### config.mk
export PLATFORM = sky130hd
export DESIGN_NAME = opcode_decode
export DESIGN_NICKNAME = d
export VERILOG_FILES = /design/src/core/decode_pkg.sv /design/src/core/opcode_decode.sv
export VERILOG_INCLUDE_DIRS = /design/src /design/src/core
export SDC_FILE = /design/constraint.sdc
export NUM_CORES = 1
export LEC_CHECK = 0
export ABC_AREA = 1
export BUFFER_PORTS_ARGS = -buffer_cell sky130_fd_sc_hd__buf_2
export CORE_MARGIN = 5
export CORE_UTILIZATION = 47
export DETAILED_ROUTE_END_ITERATION = 8
export PLACE_DENSITY = 0.73
export SYNTH_ARGS = -nofsm -noshare
export SYNTH_HDL_FRONTEND = slang
export SYNTH_SLANG_ARGS = --single-unit
### constraint.sdc
create_clock -name clock -period 4.7 [get_ports clock]
set_input_delay 1.41 -clock clock [delete_from_list [all_inputs] [get_ports clock]]
set_output_delay 1.41 -clock clock [all_outputs]
set_load 0.02 [all_outputs]
### src/core/decode_consts.svh
/*
 * Timing, field and selector constants for the opcode decoder.
 * Assumes inclusion by the decoder module only.
 */
// Functional notes
// - Block-of-eight opcodes: register from low bits
// - Absolute jump/call: top opcode bits form page
// - Accumulator loads take one machine cycle
// - Accumulator exchanges take one machine cycle
// - Push/pop: two bytes, two machine cycles
// - Carry/bit clear, set, complement: one cycle
// - AND bit into carry: carry only, two
// - OR bit into carry: carry only, two
// - Bit to carry one; carry to bit two
// - Calls push return, two machine cycles
// - Returns pop PC; interrupt return ends level
// - Long and short jumps take two cycles
// - Carry and zero branches take two cycles
// - Bit-test branches; clear variant clears bit
// - Indirect jump to accumulator plus pointer
// - Compare-and-branch-if-unequal, two cycles
// - Decrement-and-branch-if-nonzero, two cycles
// - Shared opcode chosen by extension select
// - Download stores accumulator, bumps pointer
// - Software break halts into debug state
// - Input-port bits sampled once, stable
// - Machine cycle is two system clocks
`ifndef DECODE_CONSTS_SVH
`define DECODE_CONSTS_SVH
`define MCYC_CLKS 3'h2
`define CNT_W 3
`define REG_LSB 0
`define PAGE_LSB 5
`define EXT_SEL_LSB 4
`define EXT_SEL_DNLD 4'h1
`define EXT_SEL_BRK 4'h2
`define RST_BYTE 8'h00
`define RST_WORD 16'h0000
`endif

### src/core/decode_pkg.sv
/*
 * Types shared by the opcode decoder and its users.
 * Assumes the constants header sits beside it.
 */
package decode_pkg;
    // Instruction classes the decoder recognises
    typedef enum logic [5:0] {
        c_nop, c_mov_a, c_xch, c_push, c_pop, c_clrc, c_setc, c_cplc,
        c_clrb, c_setb, c_cplb, c_anlc, c_anlnc, c_orlc, c_orlnc, c_movcb,
        c_movbc, c_acall, c_lcall, c_ret, c_reti, c_ajmp, c_ljmp, c_sjmp,
        c_jc, c_jnc, c_jz, c_jnz, c_jb, c_jnb, c_jbc, c_jmpi,
        c_cjne, c_djnz, c_dnld, c_trap, c_other
    } op_class_e;
    // Decoded instruction description
    typedef struct packed {
        op_class_e cls;
        logic [1:0] bytes;
        logic [1:0] mcyc;
        logic [2:0] reg_num;
        logic [2:0] page;
    } dec_s;
    // Instruction bytes as fetched
    typedef struct packed {
        logic [7:0] op;
        logic [7:0] b1;
        logic [7:0] b2;
    } fetch_s;
    // Execution outcome handed back to the core
    typedef struct packed {
        logic branch;
        logic [15:0] target;
        logic carry;
        logic carry_wr;
        logic bit_val;
        logic bit_wr;
        logic push_pc;
        logic pop_pc;
        logic int_end;
        logic code_wr;
        logic dptr_inc;
        logic halt;
    } res_s;
endpackage : decode_pkg

### src/core/opcode_decode.sv
/*
 * Opcode decoder and machine-cycle sequencer for an 8-bit core.
 * Assumes the core supplies whole instructions, operand reads and
 * state on the same clock; only the port pin is asynchronous.
 */
`timescale 1ns/1ps
`include "decode_consts.svh"
module opcode_decode
    import decode_pkg::*;
(
    input wire logic clock,
    input wire logic rst_b,
    input wire logic take_valid,
    output logic take_ready,
    input wire fetch_s fetch,
    input wire logic [15:0] pc_next,
    input wire logic [7:0] acc,
    input wire logic [15:0] dptr,
    input wire logic [15:0] stack_pc,
    input wire logic [7:0] mem_byte,
    input wire logic bit_mem,
    input wire logic bit_is_port,
    input wire logic port_pin,
    input wire logic carry_in,
    input wire logic [7:0] extension_select_register,
    output logic done,
    output dec_s dec_out,
    output res_s res_out
);
    // ----------------------------------------
    // Pin synchroniser
    // ----------------------------------------
    logic pin_s1_reg; // First stage, read only by the second
    logic pin_s2_reg; // Safe copy of the port pin
    logic pin_s1_next;
    logic pin_s2_next;

    // Two flops before any logic looks at the pin
    always_comb begin
        pin_s1_next = port_pin;
        pin_s2_next = pin_s1_reg;
    end

    always_ff @(posedge clock) begin
        if (!rst_b) begin
            pin_s1_reg <= 1'b0;
            pin_s2_reg <= 1'b0;
        end else begin
            pin_s1_reg <= pin_s1_next;
            pin_s2_reg <= pin_s2_next;
        end
    end

    // ----------------------------------------
    // Decode table
    // ----------------------------------------
    dec_s dec_next_c; // Decode of the offered opcode
    logic [3:0] ext_sel; // Selector for the shared opcode

    assign ext_sel = extension_select_register[`EXT_SEL_LSB +: 4];

    // Class, length and machine cycles per opcode
    always_comb begin
        dec_next_c.cls = c_other;
        dec_next_c.bytes = 2'd1;
        dec_next_c.mcyc = 2'd1;
        dec_next_c.reg_num = fetch.op[`REG_LSB +: 3];
        dec_next_c.page = fetch.op[`PAGE_LSB +: 3];
        if (fetch.op[4:0] == 5'h11) begin
            // Absolute call, page in top bits
            dec_next_c.cls = c_acall;
            dec_next_c.bytes = 2'd2;
            dec_next_c.mcyc = 2'd2;
        end else if (fetch.op[4:0] == 5'h01) begin
            // Absolute jump, page in top bits
            dec_next_c.cls = c_ajmp;
            dec_next_c.bytes = 2'd2;
            dec_next_c.mcyc = 2'd2;
        end else begin
            case (fetch.op)
                8'h00: dec_next_c.cls = c_nop;
                8'he5: begin
                    dec_next_c.cls = c_mov_a;
                    dec_next_c.bytes = 2'd2;
                end
                8'he6, 8'he7: dec_next_c.cls = c_mov_a;
                8'hc5: begin
                    dec_next_c.cls = c_xch;
                    dec_next_c.bytes = 2'd2;
                end
                8'hc6, 8'hc7, 8'hd6, 8'hd7: dec_next_c.cls = c_xch;
                8'hc0, 8'hd0: begin
                    dec_next_c.cls = fetch.op[4] ? c_pop : c_push;
                    dec_next_c.bytes = 2'd2;
                    dec_next_c.mcyc = 2'd2;
                end
                8'hc3: dec_next_c.cls = c_clrc;
                8'hd3: dec_next_c.cls = c_setc;
                8'hb3: dec_next_c.cls = c_cplc;
                8'hc2, 8'hd2, 8'hb2, 8'ha2: begin
                    // One-cycle bit ops with a bit address byte
                    dec_next_c.bytes = 2'd2;
                    case (fetch.op[7:4])
                        4'hc: dec_next_c.cls = c_clrb;
                        4'hd: dec_next_c.cls = c_setb;
                        4'hb: dec_next_c.cls = c_cplb;
                        default: dec_next_c.cls = c_movcb;
                    endcase
                end
                8'h82, 8'hb0, 8'h72, 8'ha0, 8'h92, 8'h80, 8'h40, 8'h50, 8'h60, 8'h70: begin
                    // Two-byte, two-cycle group
                    dec_next_c.bytes = 2'd2;
                    dec_next_c.mcyc = 2'd2;
                    case (fetch.op)
                        8'h82: dec_next_c.cls = c_anlc;
                        8'hb0: dec_next_c.cls = c_anlnc;
                        8'h72: dec_next_c.cls = c_orlc;
                        8'ha0: dec_next_c.cls = c_orlnc;
                        8'h92: dec_next_c.cls = c_movbc;
                        8'h80: dec_next_c.cls = c_sjmp;
                        8'h40: dec_next_c.cls = c_jc;
                        8'h50: dec_next_c.cls = c_jnc;
                        8'h60: dec_next_c.cls = c_jz;
                        default: dec_next_c.cls = c_jnz;
                    endcase
                end
                8'h12, 8'h02, 8'h20, 8'h30, 8'h10, 8'hb5, 8'hb4, 8'hd5: begin
                    // Three-byte, two-cycle group
                    dec_next_c.bytes = 2'd3;
                    dec_next_c.mcyc = 2'd2;
                    case (fetch.op)
                        8'h12: dec_next_c.cls = c_lcall;
                        8'h02: dec_next_c.cls = c_ljmp;
                        8'h20: dec_next_c.cls = c_jb;
                        8'h30: dec_next_c.cls = c_jnb;
                        8'h10: dec_next_c.cls = c_jbc;
                        8'hd5: dec_next_c.cls = c_djnz;
                        default: dec_next_c.cls = c_cjne;
                    endcase
                end
                8'hb6, 8'hb7: begin
                    dec_next_c.cls = c_cjne;
                    dec_next_c.bytes = 2'd3;
                    dec_next_c.mcyc = 2'd2;
                end
                8'h22, 8'h32, 8'h73: begin
                    dec_next_c.mcyc = 2'd2;
                    case (fetch.op)
                        8'h22: dec_next_c.cls = c_ret;
                        8'h32: dec_next_c.cls = c_reti;
                        default: dec_next_c.cls = c_jmpi;
                    endcase
                end
                8'ha5: begin
                    // Shared opcode resolved by the selector nibble
                    if (ext_sel == `EXT_SEL_DNLD) begin
                        dec_next_c.cls = c_dnld;
                        dec_next_c.mcyc = 2'd2;
                    end else if (ext_sel == `EXT_SEL_BRK) begin
                        dec_next_c.cls = c_trap;
                    end else begin
                        dec_next_c.cls = c_other;
                    end
                end
                default: begin
                    // Register blocks of eight
                    case (fetch.op[7:3])
                        5'h1d: dec_next_c.cls = c_mov_a;
                        5'h19: dec_next_c.cls = c_xch;
                        5'h17, 5'h1b: begin
                            dec_next_c.cls = fetch.op[6] ? c_djnz : c_cjne;
                            dec_next_c.bytes = 2'd3; // Both forms carry an operand and an offset byte
                            dec_next_c.mcyc = 2'd2;
                        end
                        default: dec_next_c.cls = c_other;
                    endcase
                end
            endcase
        end
    end

    // ----------------------------------------
    // Outcome at issue
    // ----------------------------------------
    res_s res_next_c; // Outcome of the offered instruction
    logic bit_src; // Tested bit, port bits from the synchronised pin
    logic [15:0] rel_tgt; // Relative target
    logic [7:0] rel_off; // Offset byte position depends on length
    logic [7:0] cmp_a; // Left side of compare
    logic [7:0] dec_val; // Decremented operand

    // A pin read mid-instruction could flip; sample it once at issue
    assign bit_src = bit_is_port ? pin_s2_reg : bit_mem;
    assign rel_off = (dec_next_c.bytes == 2'd3) ? fetch.b2 : fetch.b1;
    assign rel_tgt = pc_next + {{8{rel_off[7]}}, rel_off};
    assign cmp_a = (fetch.op[7:1] == 7'h5a) ? acc : mem_byte;
    assign dec_val = mem_byte - 8'h01;

    // Branch, carry and side effects
    always_comb begin
        res_next_c = '0;
        res_next_c.target = rel_tgt;
        res_next_c.carry = carry_in;
        case (dec_next_c.cls)
            c_clrc, c_setc, c_cplc: begin
                res_next_c.carry_wr = 1'b1;
                res_next_c.carry = (dec_next_c.cls == c_cplc) ? !carry_in : (dec_next_c.cls == c_setc);
            end
            c_clrb, c_setb, c_cplb: begin
                res_next_c.bit_wr = 1'b1;
                res_next_c.bit_val = (dec_next_c.cls == c_cplb) ? !bit_src : (dec_next_c.cls == c_setb);
            end
            c_anlc, c_anlnc: begin
                res_next_c.carry_wr = 1'b1;
                res_next_c.carry = carry_in & (bit_src ^ (dec_next_c.cls == c_anlnc));
            end
            c_orlc, c_orlnc: begin
                res_next_c.carry_wr = 1'b1;
                res_next_c.carry = carry_in | (bit_src ^ (dec_next_c.cls == c_orlnc));
            end
            c_movcb: begin
                res_next_c.carry_wr = 1'b1;
                res_next_c.carry = bit_src;
            end
            c_movbc: begin
                res_next_c.bit_wr = 1'b1;
                res_next_c.bit_val = carry_in;
            end
            c_acall, c_ajmp: begin
                res_next_c.branch = 1'b1;
                res_next_c.push_pc = (dec_next_c.cls == c_acall);
                res_next_c.target = {pc_next[15:11], dec_next_c.page, fetch.b1};
            end
            c_lcall, c_ljmp: begin
                res_next_c.branch = 1'b1;
                res_next_c.push_pc = (dec_next_c.cls == c_lcall);
                res_next_c.target = {fetch.b1, fetch.b2};
            end
            c_ret, c_reti: begin
                res_next_c.branch = 1'b1;
                res_next_c.pop_pc = 1'b1;
                res_next_c.int_end = (dec_next_c.cls == c_reti);
                res_next_c.target = stack_pc;
            end
            c_sjmp: res_next_c.branch = 1'b1;
            c_jc: res_next_c.branch = carry_in;
            c_jnc: res_next_c.branch = !carry_in;
            c_jz: res_next_c.branch = (acc == 8'h00);
            c_jnz: res_next_c.branch = (acc != 8'h00);
            c_jb, c_jbc: begin
                res_next_c.branch = bit_src;
                res_next_c.bit_wr = bit_src && (dec_next_c.cls == c_jbc);
            end
            c_jnb: res_next_c.branch = !bit_src;
            c_jmpi: begin
                res_next_c.branch = 1'b1;
                res_next_c.target = dptr + {8'h00, acc};
            end
            c_cjne: begin
                res_next_c.branch = (cmp_a != ((fetch.op == 8'hb5) ? mem_byte : fetch.b1));
                res_next_c.carry_wr = 1'b1;
                res_next_c.carry = (cmp_a < ((fetch.op == 8'hb5) ? mem_byte : fetch.b1));
            end
            c_djnz: res_next_c.branch = (dec_val != 8'h00);
            c_dnld: begin
                res_next_c.code_wr = 1'b1;
                res_next_c.dptr_inc = 1'b1;
            end
            c_trap: res_next_c.halt = 1'b1;
            default: res_next_c.branch = 1'b0;
        endcase
    end

    // ----------------------------------------
    // Machine-cycle sequencer
    // ----------------------------------------
    typedef enum logic {st_idle, st_exec} seq_e;
    seq_e state_reg; // Sequencer state
    seq_e state_next;
    logic [`CNT_W-1:0] cnt_reg; // Clocks left in the instruction
    logic [`CNT_W-1:0] cnt_next;
    logic done_reg; // Completion pulse
    logic done_next;
    dec_s dec_reg; // Decode of the running instruction
    dec_s dec_next;
    res_s res_reg; // Outcome held for the whole instruction
    res_s res_next;
    logic take; // Instruction accepted this clock

    assign take_ready = (state_reg == st_idle);
    assign take = take_valid && take_ready;

    // Count out mcyc machine cycles of two clocks each
    always_comb begin
        state_next = state_reg;
        cnt_next = cnt_reg;
        done_next = 1'b0;
        dec_next = dec_reg;
        res_next = res_reg;
        case (state_reg)
            st_idle: begin
                if (take) begin
                    state_next = st_exec;
                    // The take clock is the first of the instruction, so done lands on the last one
                    cnt_next = `CNT_W'({1'b0, dec_next_c.mcyc} * `MCYC_CLKS - 3'h2);
                    dec_next = dec_next_c;
                    res_next = res_next_c;
                end
            end
            st_exec: begin
                if (cnt_reg == '0) begin
                    state_next = st_idle;
                    done_next = 1'b1;
                end else begin
                    cnt_next = cnt_reg - `CNT_W'(1);
                end
            end
            default: state_next = st_idle;
        endcase
    end

    always_ff @(posedge clock) begin
        if (!rst_b) begin
            state_reg <= st_idle;
            cnt_reg <= '0;
            done_reg <= 1'b0;
            dec_reg <= '0;
            res_reg <= '0;
        end else begin
            state_reg <= state_next;
            cnt_reg <= cnt_next;
            done_reg <= done_next;
            dec_reg <= dec_next;
            res_reg <= res_next;
        end
    end

    assign done = done_reg;
    assign dec_out = dec_reg;
    assign res_out = res_reg;

    // ----------------------------------------
    // Checks
    // ----------------------------------------
    property p_one_mc;
        @(posedge clock) disable iff (!rst_b) take && dec_next_c.mcyc == 2'd1 |=> !done_reg ##1 done_reg;
    endproperty
    a_one_mc: assert property (p_one_mc) else $error("one-cycle op not two clocks");
    property p_two_mc;
        @(posedge clock) disable iff (!rst_b) take && dec_next_c.mcyc == 2'd2 |=> !done_reg [*3] ##1 done_reg;
    endproperty
    a_two_mc: assert property (p_two_mc) else $error("two-cycle op not four clocks");
    property p_reg_num;
        @(posedge clock) disable iff (!rst_b) take && fetch.op[7:3] == 5'h1d |=> dec_reg.reg_num == $past(fetch.op[2:0]);
    endproperty
    a_reg_num: assert property (p_reg_num) else $error("register number wrong");
    property p_page;
        @(posedge clock) disable iff (!rst_b) take && fetch.op[3:0] == 4'h1 |=> res_reg.target[10:8] == $past(fetch.op[7:5]);
    endproperty
    a_page: assert property (p_page) else $error("absolute page bits wrong");
    property p_rel;
        @(posedge clock) disable iff (!rst_b) take && fetch.op == 8'h80 |=>
            res_reg.branch && res_reg.target == $past(pc_next) + {{8{$past(fetch.b1[7])}}, $past(fetch.b1)};
    endproperty
    a_rel: assert property (p_rel) else $error("relative target wrong");
    property p_anl;
        @(posedge clock) disable iff (!rst_b) take && fetch.op == 8'h82 |=>
            res_reg.carry == ($past(carry_in) & $past(bit_src)) && !res_reg.bit_wr;
    endproperty
    a_anl: assert property (p_anl) else $error("carry AND wrong");
    property p_trap;
        @(posedge clock) disable iff (!rst_b) take && fetch.op == 8'ha5 && ext_sel == `EXT_SEL_BRK |=>
            res_reg.halt && dec_reg.mcyc == 2'd1 ##1 done_reg;
    endproperty
    a_trap: assert property (p_trap) else $error("break not one cycle halt");
    property p_dnld;
        @(posedge clock) disable iff (!rst_b) take && fetch.op == 8'ha5 && ext_sel == `EXT_SEL_DNLD |=>
            res_reg.code_wr && res_reg.dptr_inc && dec_reg.mcyc == 2'd2;
    endproperty
    a_dnld: assert property (p_dnld) else $error("download decode wrong");
    property p_hold;
        @(posedge clock) disable iff (!rst_b) state_reg == st_exec |=> $stable(res_reg);
    endproperty
    a_hold: assert property (p_hold) else $error("outcome changed mid-instruction");
    property p_reti;
        @(posedge clock) disable iff (!rst_b) take && fetch.op == 8'h32 |=> res_reg.pop_pc && res_reg.int_end;
    endproperty
    a_reti: assert property (p_reti) else $error("interrupt return wrong");
    c_branch: cover property (@(posedge clock) disable iff (!rst_b) done_reg && res_reg.branch);
    c_port: cover property (@(posedge clock) disable iff (!rst_b) take && bit_is_port && fetch.op == 8'h20);
    c_b2b: cover property (@(posedge clock) disable iff (!rst_b) done_reg && take);
endmodule : opcode_decode

==> out/qor.yml, run 1 <==
critical_path:
  cpMaxStageDelayCell: "ha_1"
  cp-start-kind: "input port"
  r2r-end: "res_out[22]"
  crit_top_cell: "nand2_2"
  worstSetupPathType: "input port to flop"
  rr_worst_depth: 8
  crit-reg2reg-launch: "state_reg"
  cp-end-kind: "flop"
  worst-path-max-fanout: 9
  crit_path_max_incr_delay_ps: 370
  r2r_slack_ps: 2550
  critPathRequiredTime_ps: 4880
  arrival_ps: 4670
routing:
  antenna_left: 0
  drcViolationCount: 0
  routed_wl_um: 18800
  wl_per_cell_um: 15.3
  via_count: 6608
  drt_first_pass_iters: 5
  viasPerCell: 5.39
  drtIter0Drc: 438
power_and_ir_drop:
  power_density_nw_per_um2: 207
  leakage_nw: 3.84
  finalPower_mw: 1.45
  max-vdd-ir-drop_v: 0.000159
grt:
  overflow: 0
  grt_max_degree: 32
  grt_pass1_wl_um: 29500
  grt_pass1_vias: 6336
  track_usage: 0.280
  antenna_found_initial: 0
logic_synthesis:
  synth_top_cell_area_share: 0.192
  async_flop_share: 0
  synthFlopType: "dfxtp_1"
  syn-cell-area_um2: 5110
  ys_seq_area_frac: 0.192
  synth_top_area_cell: "dfxtp_1"
  synth_fp_nets: 986
  synth-edff-count: 0
  syn_avg_cell_area_um2: 6.02
  yosysWarningCount: 0
  synthCells: 848
  ys_types: 51
  synth.area.top_cells: "dfxtp_1, nand2_1, ha_1"
  synth-seq-cells: 49
hold_path:
  holdCritStartpoint: "pin_s1_reg"
  holdPathStages: 2
  hold_class: "flop to flop"
  min_to: "pin_s2_reg"
status:
  run_status: "complete, no violations"
cts:
  cts.sinks: 49
  clk-insertion-delay-late_ps: 320
  cts-root-buf: "clkbuf_8"
  cts-hold-fix-buffers: 0
  clk_pin_slew_ps: 90
  htreeDepth: 2
  cts_buffer_depth: 2
  cts_tree: "built"
  numCtsBuffers: 5
floorplanning:
  ios: 148
  start_util: 0.475
  core_um2: 10700
  row_count: 38
  dieArea_um2: 13100
  die_y_um: 114
  die_w_um: 114
placed_design:
  port_buffers: 143
  place_congestion: 0.999
  dp_hpwl_um: 15400
  preCtsSetupSlack_ps: -221
run:
  drv_cap: 0
final_layout:
  areaGrowthSynthToFinish_pct: 37.2
  largest_register_ffs: 26
  finalNetCount: 1223
  utilization: 0.652
  num_antenna_cells: 0
  layout-drive-gt1-share: 0.326
timing:
  finalSetupViolations: 0
  final_max_slew_viol_count: 0
  worst_slack_ps: 213
  hold_viol_final: 0
  period_share: 0.955
  fin_worst_skew_ps: 9.06
  relSlewSlack: 0.455
  tightestPinTransition_ps: 816
  max_freq_mhz: 223
  fin_crit_ps: 4490
[final cells by class]
class | instances | area (um2)
clock buffer | 7 | 86.3
fill | 1050 | 3740
clock inverter | 1 | 30.0
timing repair buffer | 251 | 1570
inverter | 102 | 383
tap | 140 | 175
multi-input combinational | 676 | 3780
sequential | 49 | 981
[through the flow]
stage	hold slack (ps)	cell area (um2)	TNS, ps	std cells
after detailed placement	415	6710	-992	1215
after floorplan	390	5110	0	848
after global routing	472	7010	-77.6	1226
final	435	7010	0	1226
after global placement	396	6710	-695	1215
after CTS	436	6830	0	1223
[where the power goes]
part           internal, mW  leakage (nW)  switching [mW]
sequential            0.451         0.403          0.0162
clock                 0.174        0.0585           0.154
combinational         0.273          3.38           0.383
total                 0.898          3.84           0.554
[critical path: cells and delay by family]
family | cells | cell delay (ps)
and+or+nand+nor | 19 | 1720
AOI/OAI and AO/OA | 6 | 710
buffers and inverters | 4 | 450
adders and majority gates | 1 | 370
[metal layers]
metal,vias to the layer above,GRT usage,routed length (um)
li1,3302,-,-
met1,2945,0.336,7410
met2,292,0.479,8810
met3,69,0.0460,1530
met4,0,0.147,1060
met5,-,0,0
[worst max-delay path by stage]
| stage | from | endpoint | slack, ps | cells after the start |
|---|---|---|---|---|
| final | fetch[18] | res_out[21] | 210 | 30 |
| after global routing | fetch[23] | res_out[21] | -50 | 28 |
| after CTS | fetch[18] | res_out[20] | 90 | 25 |
| after detailed placement | fetch[18] | res_out[24] | -220 | 28 |
| after global placement | fetch[18] | res_out[24] | -210 | 28 |
| after floorplan | fetch[18] | res_out[24] | 30 | 28 |
[layout by cell type, fill, tap and decap left out, drive strengths merged, types with 9 or more instances in the layout]
cell type / n
o21ai: 62
nand3: 46
buf: 251
inv: 100
nand2: 233
a21oi: 80
or2: 9
nor3: 16
ha: 33
dfxtp: 49
nor2: 104
nand4: 15
[cells in the mapped netlist (3+ instances only)]
master and count:
or2_2 9, a31oi_1 5, nand3b_1 4, nand2_4 5, nand4_1 15, nor2_4 3, inv_2 11, o211ai_1 7
xor2_1 7, nor3_1 14, a21oi_1 80, nand2_1 217, inv_1 89, a211oi_1 5, ha_1 33, o221ai_1 3
nand3_2 3, o21ai_0 60, a221oi_1 5, o31ai_1 4, xnor2_1 5, o21bai_1 3, nand2_2 11, nor2_1 89
o22ai_1 4, buf_1 3, nor4_1 3, a22oi_1 5, clkbuf_1 13, nor2_2 12, dfxtp_1 49, nand3_1 42
[logic make-up after synthesis]
logic type / count (synthesis) / synth area share
xor gates and xnor gates: 12 / 0.0206
adders and majority gates: 35 / 0.0887
buffers and inverters: 123 / 0.0945
muxes: 3 / 0.00637
and+or+nand+nor: 433 / 0.383
AOI/OAI and AO/OA: 193 / 0.215
DFF: 49 / 0.192
[repair_timing]
action / in CTS / in global routing
setup endpoints to repair: 0 / 9
resized for setup: 0 / 48
buffers inserted: 0 / 4
Power figures use the tool's default switching activity.
==> inputs of run 2 (changes only) <==
ABC_AREA = default   (was 1)
==> out/qor.yml, run 2 <==
routing:
  drcViolationCount: 0  # unchanged
  routed_wl_um: 19300  # was 18800 um
  viasPerCell: 6.13  # was 5.39
  drtIter0Drc: 566  # was 438
  via_count: 6175  # was 6608
  wl_per_cell_um: 19.1  # was 15.3 um
  antenna_left: 0  # unchanged
  drt_first_pass_iters: 7  # was 5
timing:
  fin_crit_ps: 4550  # was 4490 ps
  rsz0062_at_grt: "true"
  finalSetupViolations: 0  # unchanged
  tightestPinTransition_ps: 1010  # was 816 ps
  relSlewSlack: 0.322  # was 0.455
  hold_viol_final: 0  # unchanged
  max_freq_mhz: 220  # was 223 MHz
  fin_worst_skew_ps: 12.7  # was 9.06 ps
  period_share: 0.968  # was 0.955
  final_max_slew_viol_count: 0  # unchanged
logic_synthesis:
  synth_top_area_cell: "dfxtp_1"  # unchanged
  async_flop_share: 0  # unchanged
  synth_fa_ha_area_frac: 0.0846  # was 0.0887
  yosysWarningCount: 0  # unchanged
  ys_seq_area_frac: 0.183  # was 0.192
  synth.area.top_cells: "dfxtp_1, ha_1, a21oi_1"  # was dfxtp_1, nand2_1, ha_1
  synth_xor_area_frac: 0.0500  # was 0.0206
  ys_types: 87  # was 51
  synth_top_cell_area_share: 0.183  # was 0.192
  syn-cell-area_um2: 5350  # was 5110 um2
  syn_avg_cell_area_um2: 7.76  # was 6.02 um2
  synthCells: 690  # was 848
  muxShareOfSynthArea: 0.0846  # was 0.00637
  yosys.area_share.simple: 0.256  # was 0.383
  synth-seq-cells: 49  # unchanged
  synthTopCellsByCount: "nor2_1, a21oi_1, nand2_1"  # was nand2_1, inv_1, nor2_1
  synth-edff-count: 0  # unchanged
  synth_compound_area_frac: 0.278  # was 0.215
  synthMostInstantiatedCell: "nor2_1"  # was nand2_1
  synth_fp_nets: 828  # was 986
  synthFlopType: "dfxtp_1"  # unchanged
  synth_top_family_by_area: "compound AO/OA/AOI/OAI gates"  # was simple AND/OR/NAND/NOR gates
final_layout:
  layout-drive-gt1-share: 0.336  # was 0.326
  most-common-layout-cells: "buf_2, buf_4, nor2_1, nand2_1, a21oi_1"  # was nand2_1, buf_2, buf_4, inv_1, nor2_1
  final_common_cell: "buf_2"  # was nand2_1
  finalInstanceArea_um2: 6810  # was 7010 um2
  seqCellArea_um2: 981  # unchanged
  fillers: 1030  # was 1050
  areaGrowthSynthToFinish_pct: 27.1  # was 37.2%
  num_antenna_cells: 0  # unchanged
  finalNetCount: 1002  # was 1223
  multi_input_area_um2: 4140  # was 3780 um2
  largest_register_ffs: 26  # unchanged
status:
  run_status: "complete, no violations"  # unchanged
critical_path:
  cp-end-kind: "flop"  # unchanged
  worst-path-max-fanout: 7  # was 9
  cp-start-kind: "input port"  # unchanged
  critPathRequiredTime_ps: 4910  # was 4880 ps
  arrival_ps: 4750  # was 4670 ps
  worstSetupPathType: "input port to flop"  # unchanged
cts:
  cts.sinks: 49  # unchanged
  htreeDepth: 2  # unchanged
  clk_pin_slew_ps: 80  # was 90 ps
  cts-hold-fix-buffers: 0  # unchanged
  cts-root-buf: "clkbuf_16"  # was clkbuf_8
  numCtsBuffers: 5  # unchanged
  cts_buffer_depth: 2  # unchanged
  cts_tree: "built"  # unchanged
  clk-insertion-delay-late_ps: 310  # was 320 ps
run:
  drv_cap: 0  # unchanged
power_and_ir_drop:
  power_density_nw_per_um2: 227  # was 207 nW/um2
  leakage_nw: 3.03  # was 3.84 nW
  power_frac_seq: 0.306  # was 0.322
  max-vdd-ir-drop_v: 0.000208  # was 0.000159 V
  swShare: 0.389  # was 0.381
  p_comb_frac: 0.437  # was 0.452
  p_clk_frac: 0.257  # was 0.226
  finalPower_mw: 1.54  # was 1.45 mW
  power.switching_mw: 0.600  # was 0.554 mW
  intPower_mw: 0.942  # was 0.898 mW
hold_path:
  hold_class: "flop to flop"  # unchanged
placed_design:
  placed_cell_area_um2: 6600  # was 6710 um2
  dp_hpwl_um: 15400  # about the same
  place_congestion: 0.956  # was 0.999
  port_buffers: 143  # unchanged
floorplanning:
  row_count: 39  # was 38
  core_um2: 11300  # was 10700 um2
  start_util: 0.475  # about the same
  die_y_um: 117  # was 114 um
  dieArea_um2: 13600  # was 13100 um2
  die_w_um: 117  # was 114 um
  ios: 148  # unchanged
grt:
  grt_pass1_vias: 6057  # was 6336
  antenna_found_initial: 0  # unchanged
  track_usage: 0.278  # was 0.280
  overflow: 0  # unchanged
  grt_max_degree: 30  # was 32
  grt_pass1_wl_um: 30100  # was 29500 um
-- run 2: through the flow --
stage	TNS, ps	std cells	worst slack, ps	util	hold WS [ps]
5_1_grt	-10.4	1008	-10.4	0.604	469
2_1_floorplan	-13.8	690	-13.8	-	412
3_3_place_gp	-893	998	-197	0.585	416
4_1_cts	0	1006	59.6	0.599	442
3_5_place_dp	-1340	998	-284	0.585	424
6_report	0	1008	152	0.604	438
-- run 2: power by group through the flow --
stage / clock network [mW] / registers, mW / logic (mW)
after global placement: 0 / 0.480 / 0.641
after CTS: 0.405 / 0.472 / 0.659
final: 0.397 / 0.472 / 0.674
after global routing: 0.417 / 0.476 / 0.734
after floorplan: 0 / 0.520 / 0.388
after detailed placement: 0 / 0.481 / 0.656
-- run 2: kinds of logic (layout without fill, tap and decap cells) --
logic type | count (synthesis) | count (layout)
and+or+nand+nor | 255 | 255
AOI/OAI and AO/OA | 210 | 210
buffers and inverters | 69 | 244
DFF | 49 | 49
muxes | 43 | 43
adders and majority gates | 35 | 35
xor gates and xnor gates | 29 | 29
-- run 2: critical path, cell delays in order --
cell and delay (ps):
buf_2 120, buf_4 140, xor2_1 150, nand4_1 130, nand3_2 110, a21oi_4 220
buf_6 170, mux2_2 370, ha_1 310, a211o_1 260, o211ai_1 180, a21oi_2 120
o211ai_1 290, a41oi_2 190, o22ai_2 150, xnor3_1 220, a21oi_1 150, nor2_1 50
-- run 2: layout make-up --
class | instances | area share
well taps | 143 | 0.0263
repair buffers | 219 | 0.190
clock inverters | 3 | 0.00386
multi-input cells | 572 | 0.608
flip-flops and latches | 49 | 0.144
inverters | 17 | 0.00938
clock buffers | 5 | 0.0184
-- run 2: path summary, 6_finish.rpt --
kind	startpoint	cells after the start	slack (ps)	to
max	fetch[22]	18	150	res_out[25]
min	pin_s1_reg	1	440	pin_s2_reg
max reg2reg	state_reg	7	2660	res_out[22]
min reg2reg	pin_s1_reg	1	440	pin_s2_reg
-- run 2: what timing repair did --
action,in CTS,in global routing
buffers inserted,0,2
resized for setup,0,8
setup endpoints to repair,0,7
-- run 2: metal layers --
metal / track usage / up-vias / wire [um]
met5: 0 / - / 0
met4: 0.101 / 0 / 510
met3: 0.0518 / 35 / 1380
met2: 0.478 / 268 / 9380
met1: 0.345 / 2928 / 8000
li1: - / 2944 / -
==> inputs of run 3 (changes only) <==
CELL_PAD_IN_SITES_DETAIL_PLACEMENT = 1   (was default)
CELL_PAD_IN_SITES_GLOBAL_PLACEMENT = 2   (was default)
CORE_ASPECT_RATIO = 0.6   (was default)
CORE_UTILIZATION = 27   (was 47)
PLACE_DENSITY = 0.74   (was 0.73)
==> out/qor.yml, run 3 (same netlist as run 2, synthesis figures left out) <==
status:
  run_status: "complete, no violations"  # unchanged
placed_design:
  dp_hpwl_um: 20600  # was 15400 um
  dp.cells: 1133  # was 998
  placed_cell_area_um2: 6850  # was 6600 um2
  port_buffers: 143  # unchanged
  place_congestion: 0.949  # was 0.956
final_layout:
  finalInstanceArea_um2: 7220  # was 6810 um2
  num_antenna_cells: 0  # unchanged
  final_common_cell: "buf_2"  # unchanged
  layout-drive-gt1-share: 0.356  # was 0.336
  most-common-layout-cells: "buf_2, buf_4, nor2_1, nand2_1, a21oi_1"  # unchanged
  fin_cells: 1149  # was 1008
  areaGrowthSynthToFinish_pct: 34.8  # was 27.1%
  finalNetCount: 1020  # was 1002
  fillers: 2377  # was 1030
  largest_register_ffs: 26  # unchanged
routing:
  drcViolationCount: 0  # unchanged
  via_count: 6289  # was 6175
  wl_per_cell_um: 22.3  # was 19.1 um
  antenna_left: 0  # unchanged
  drtIter0Drc: 356  # was 566
  viasPerCell: 5.47  # was 6.13
  drt_first_pass_iters: 5  # was 7
  routed_wl_um: 25600  # was 19300 um
timing:
  finalSetupViolations: 0  # unchanged
  relSlewSlack: 0.435  # was 0.322
  tightestPinTransition_ps: 847  # was 1010 ps
  period_share: 0.991  # was 0.968
  fin_crit_ps: 4660  # was 4550 ps
  rsz0062_at_grt: "true"  # unchanged
  fin_worst_skew_ps: 10.7  # was 12.7 ps
  final_max_slew_viol_count: 0  # unchanged
  hold-worst-slack_ps: 443  # was 438 ps
  max_freq_mhz: 215  # was 220 MHz
  hold_viol_final: 0  # unchanged
hold_path:
  hold_class: "flop to flop"  # unchanged
  holdPathStages: 1  # unchanged
  holdCritStartpoint: "pin_s1_reg"  # unchanged
  min_to: "pin_s2_reg"  # unchanged
cts:
  cts-hold-fix-buffers: 0  # unchanged
  htreeDepth: 2  # unchanged
  clk-insertion-delay-late_ps: 310  # about the same
  numCtsBuffers: 5  # unchanged
  cts-root-buf: "clkbuf_16"  # unchanged
  clk_pin_slew_ps: 80  # about the same
  cts_tree: "built"  # unchanged
  cts.sinks: 49  # unchanged
  cts_buffer_depth: 2  # unchanged
grt:
  grt_pass1_vias: 6642  # was 6057
  grt_max_degree: 39  # was 30
  grt_pass1_wl_um: 39100  # was 30100 um
  track_usage: 0.217  # was 0.278
  antenna_found_initial: 0  # unchanged
  overflow: 0  # unchanged
critical_path:
  cp-start-kind: "input port"  # unchanged
  worst-path-max-fanout: 5  # was 7
  r2r_slack_ps: 2500  # was 2660 ps
  arrival_ps: 4860  # was 4750 ps
  crit-reg2reg-launch: "state_reg"  # unchanged
  critPathRequiredTime_ps: 4900  # was 4910 ps
  rr_worst_depth: 5  # was 7
  worstSetupPathType: "input port to flop"  # unchanged
  r2r-end: "cnt_reg[1]"  # was res_out[22]
  cp-end-kind: "flop"  # unchanged
floorplanning:
  core_um2: 19300  # was 11300 um2
  row_count: 39  # unchanged
  ios: 148  # unchanged
  dieArea_um2: 22800  # was 13600 um2
  die_y_um: 119  # was 117 um
  die_w_um: 192  # was 117 um
  start_util: 0.278  # was 0.475
run:
  drv_cap: 0  # unchanged
power_and_ir_drop:
  swShare: 0.407  # was 0.389
  p_clk_frac: 0.253  # was 0.257
  power_frac_seq: 0.291  # was 0.306
  p_comb_frac: 0.456  # was 0.437
  leakage_nw: 3.16  # was 3.03 nW
  max-vdd-ir-drop_v: 0.000141  # was 0.000208 V
  intPower_mw: 0.971  # was 0.942 mW
  power.switching_mw: 0.666  # was 0.600 mW
  power_density_nw_per_um2: 227  # about the same
  finalPower_mw: 1.64  # was 1.54 mW
## run 3: critical path, cell delays in order
cell and delay [ps]:
buf_6 100, nor4bb_4 260, buf_4 150, nand4_1 190, nand3_4 180, a21oi_4 60
buf_6 160, mux2_4 320, fa_2 380, a21oi_2 160, o21ai_2 110, a2111oi_4 370
buf_4 190, nor3_4 50, nor3_4 240, o31ai_2 100, a21oi_1 180, xor2_1 160
o22ai_1 80
## run 3: how the worst max path moves through the flow
stage	slack, ps	cells after the start	start	end
finish	40	19	fetch[17]	res_out[24]
global route	-150	19	fetch[17]	res_out[24]
CTS	30	18	fetch[18]	res_out[25]
detailed placement	-430	16	fetch[23]	res_out[25]
global placement	-390	17	fetch[23]	res_out[24]
floorplan	-10	19	fetch[20]	res_out[24]
## run 3: layout make-up
type	instances	area, um2	area share
Inverter	17	63.8	0.00884
Clock buffer	5	125	0.0173
Tap cell	266	333	0.0461
Clock inverter	3	28.8	0.00399
Sequential cell	49	981	0.136
Timing Repair Buffer	237	1470	0.203
Multi-Input combinational cell	572	4220	0.584
## run 3: what timing repair did
| action | 4_1_cts | 5_1_grt |
|---|---|---|
| endpoints found under the hold margin | 0 | 0 |
| buffers inserted | 0 | 8 |
| resized for setup | 6 | 30 |
| pin swaps | 1 | 25 |
| endpoints found under the setup margin | 3 | 6 |
## run 3: metrics by stage
step | setup WS (ps) | utilization | TNS, ps
finish | 41.6 | 0.374 | 0
global route | -145 | 0.374 | -484
CTS | 27.6 | 0.364 | 0
detailed placement | -435 | 0.355 | -2420
global placement | -388 | 0.355 | -1780
floorplan | -13.8 | - | -13.8
## run 3: routing by layer
layer | part of all wire | wire (um) | GRT usage | up-vias
li1 | - | - | - | 2981
met1 | 0.52 | 13300 | 0.336 | 3105
met2 | 0.40 | 10300 | 0.312 | 187
met3 | 0.068 | 1740 | 0.0462 | 16
met4 | 0.0074 | 188 | 0.0296 | 0
met5 | 0 | 0 | 0 | -
## run 3: power by group through the flow
stage / clock network (mW) / registers, mW / logic (mW)
after floorplan: 0 / 0.520 / 0.388
after global placement: 0 / 0.484 / 0.691
after detailed placement: 0 / 0.486 / 0.709
after CTS: 0.426 / 0.477 / 0.717
after global routing: 0.446 / 0.480 / 0.809
final: 0.414 / 0.476 / 0.747
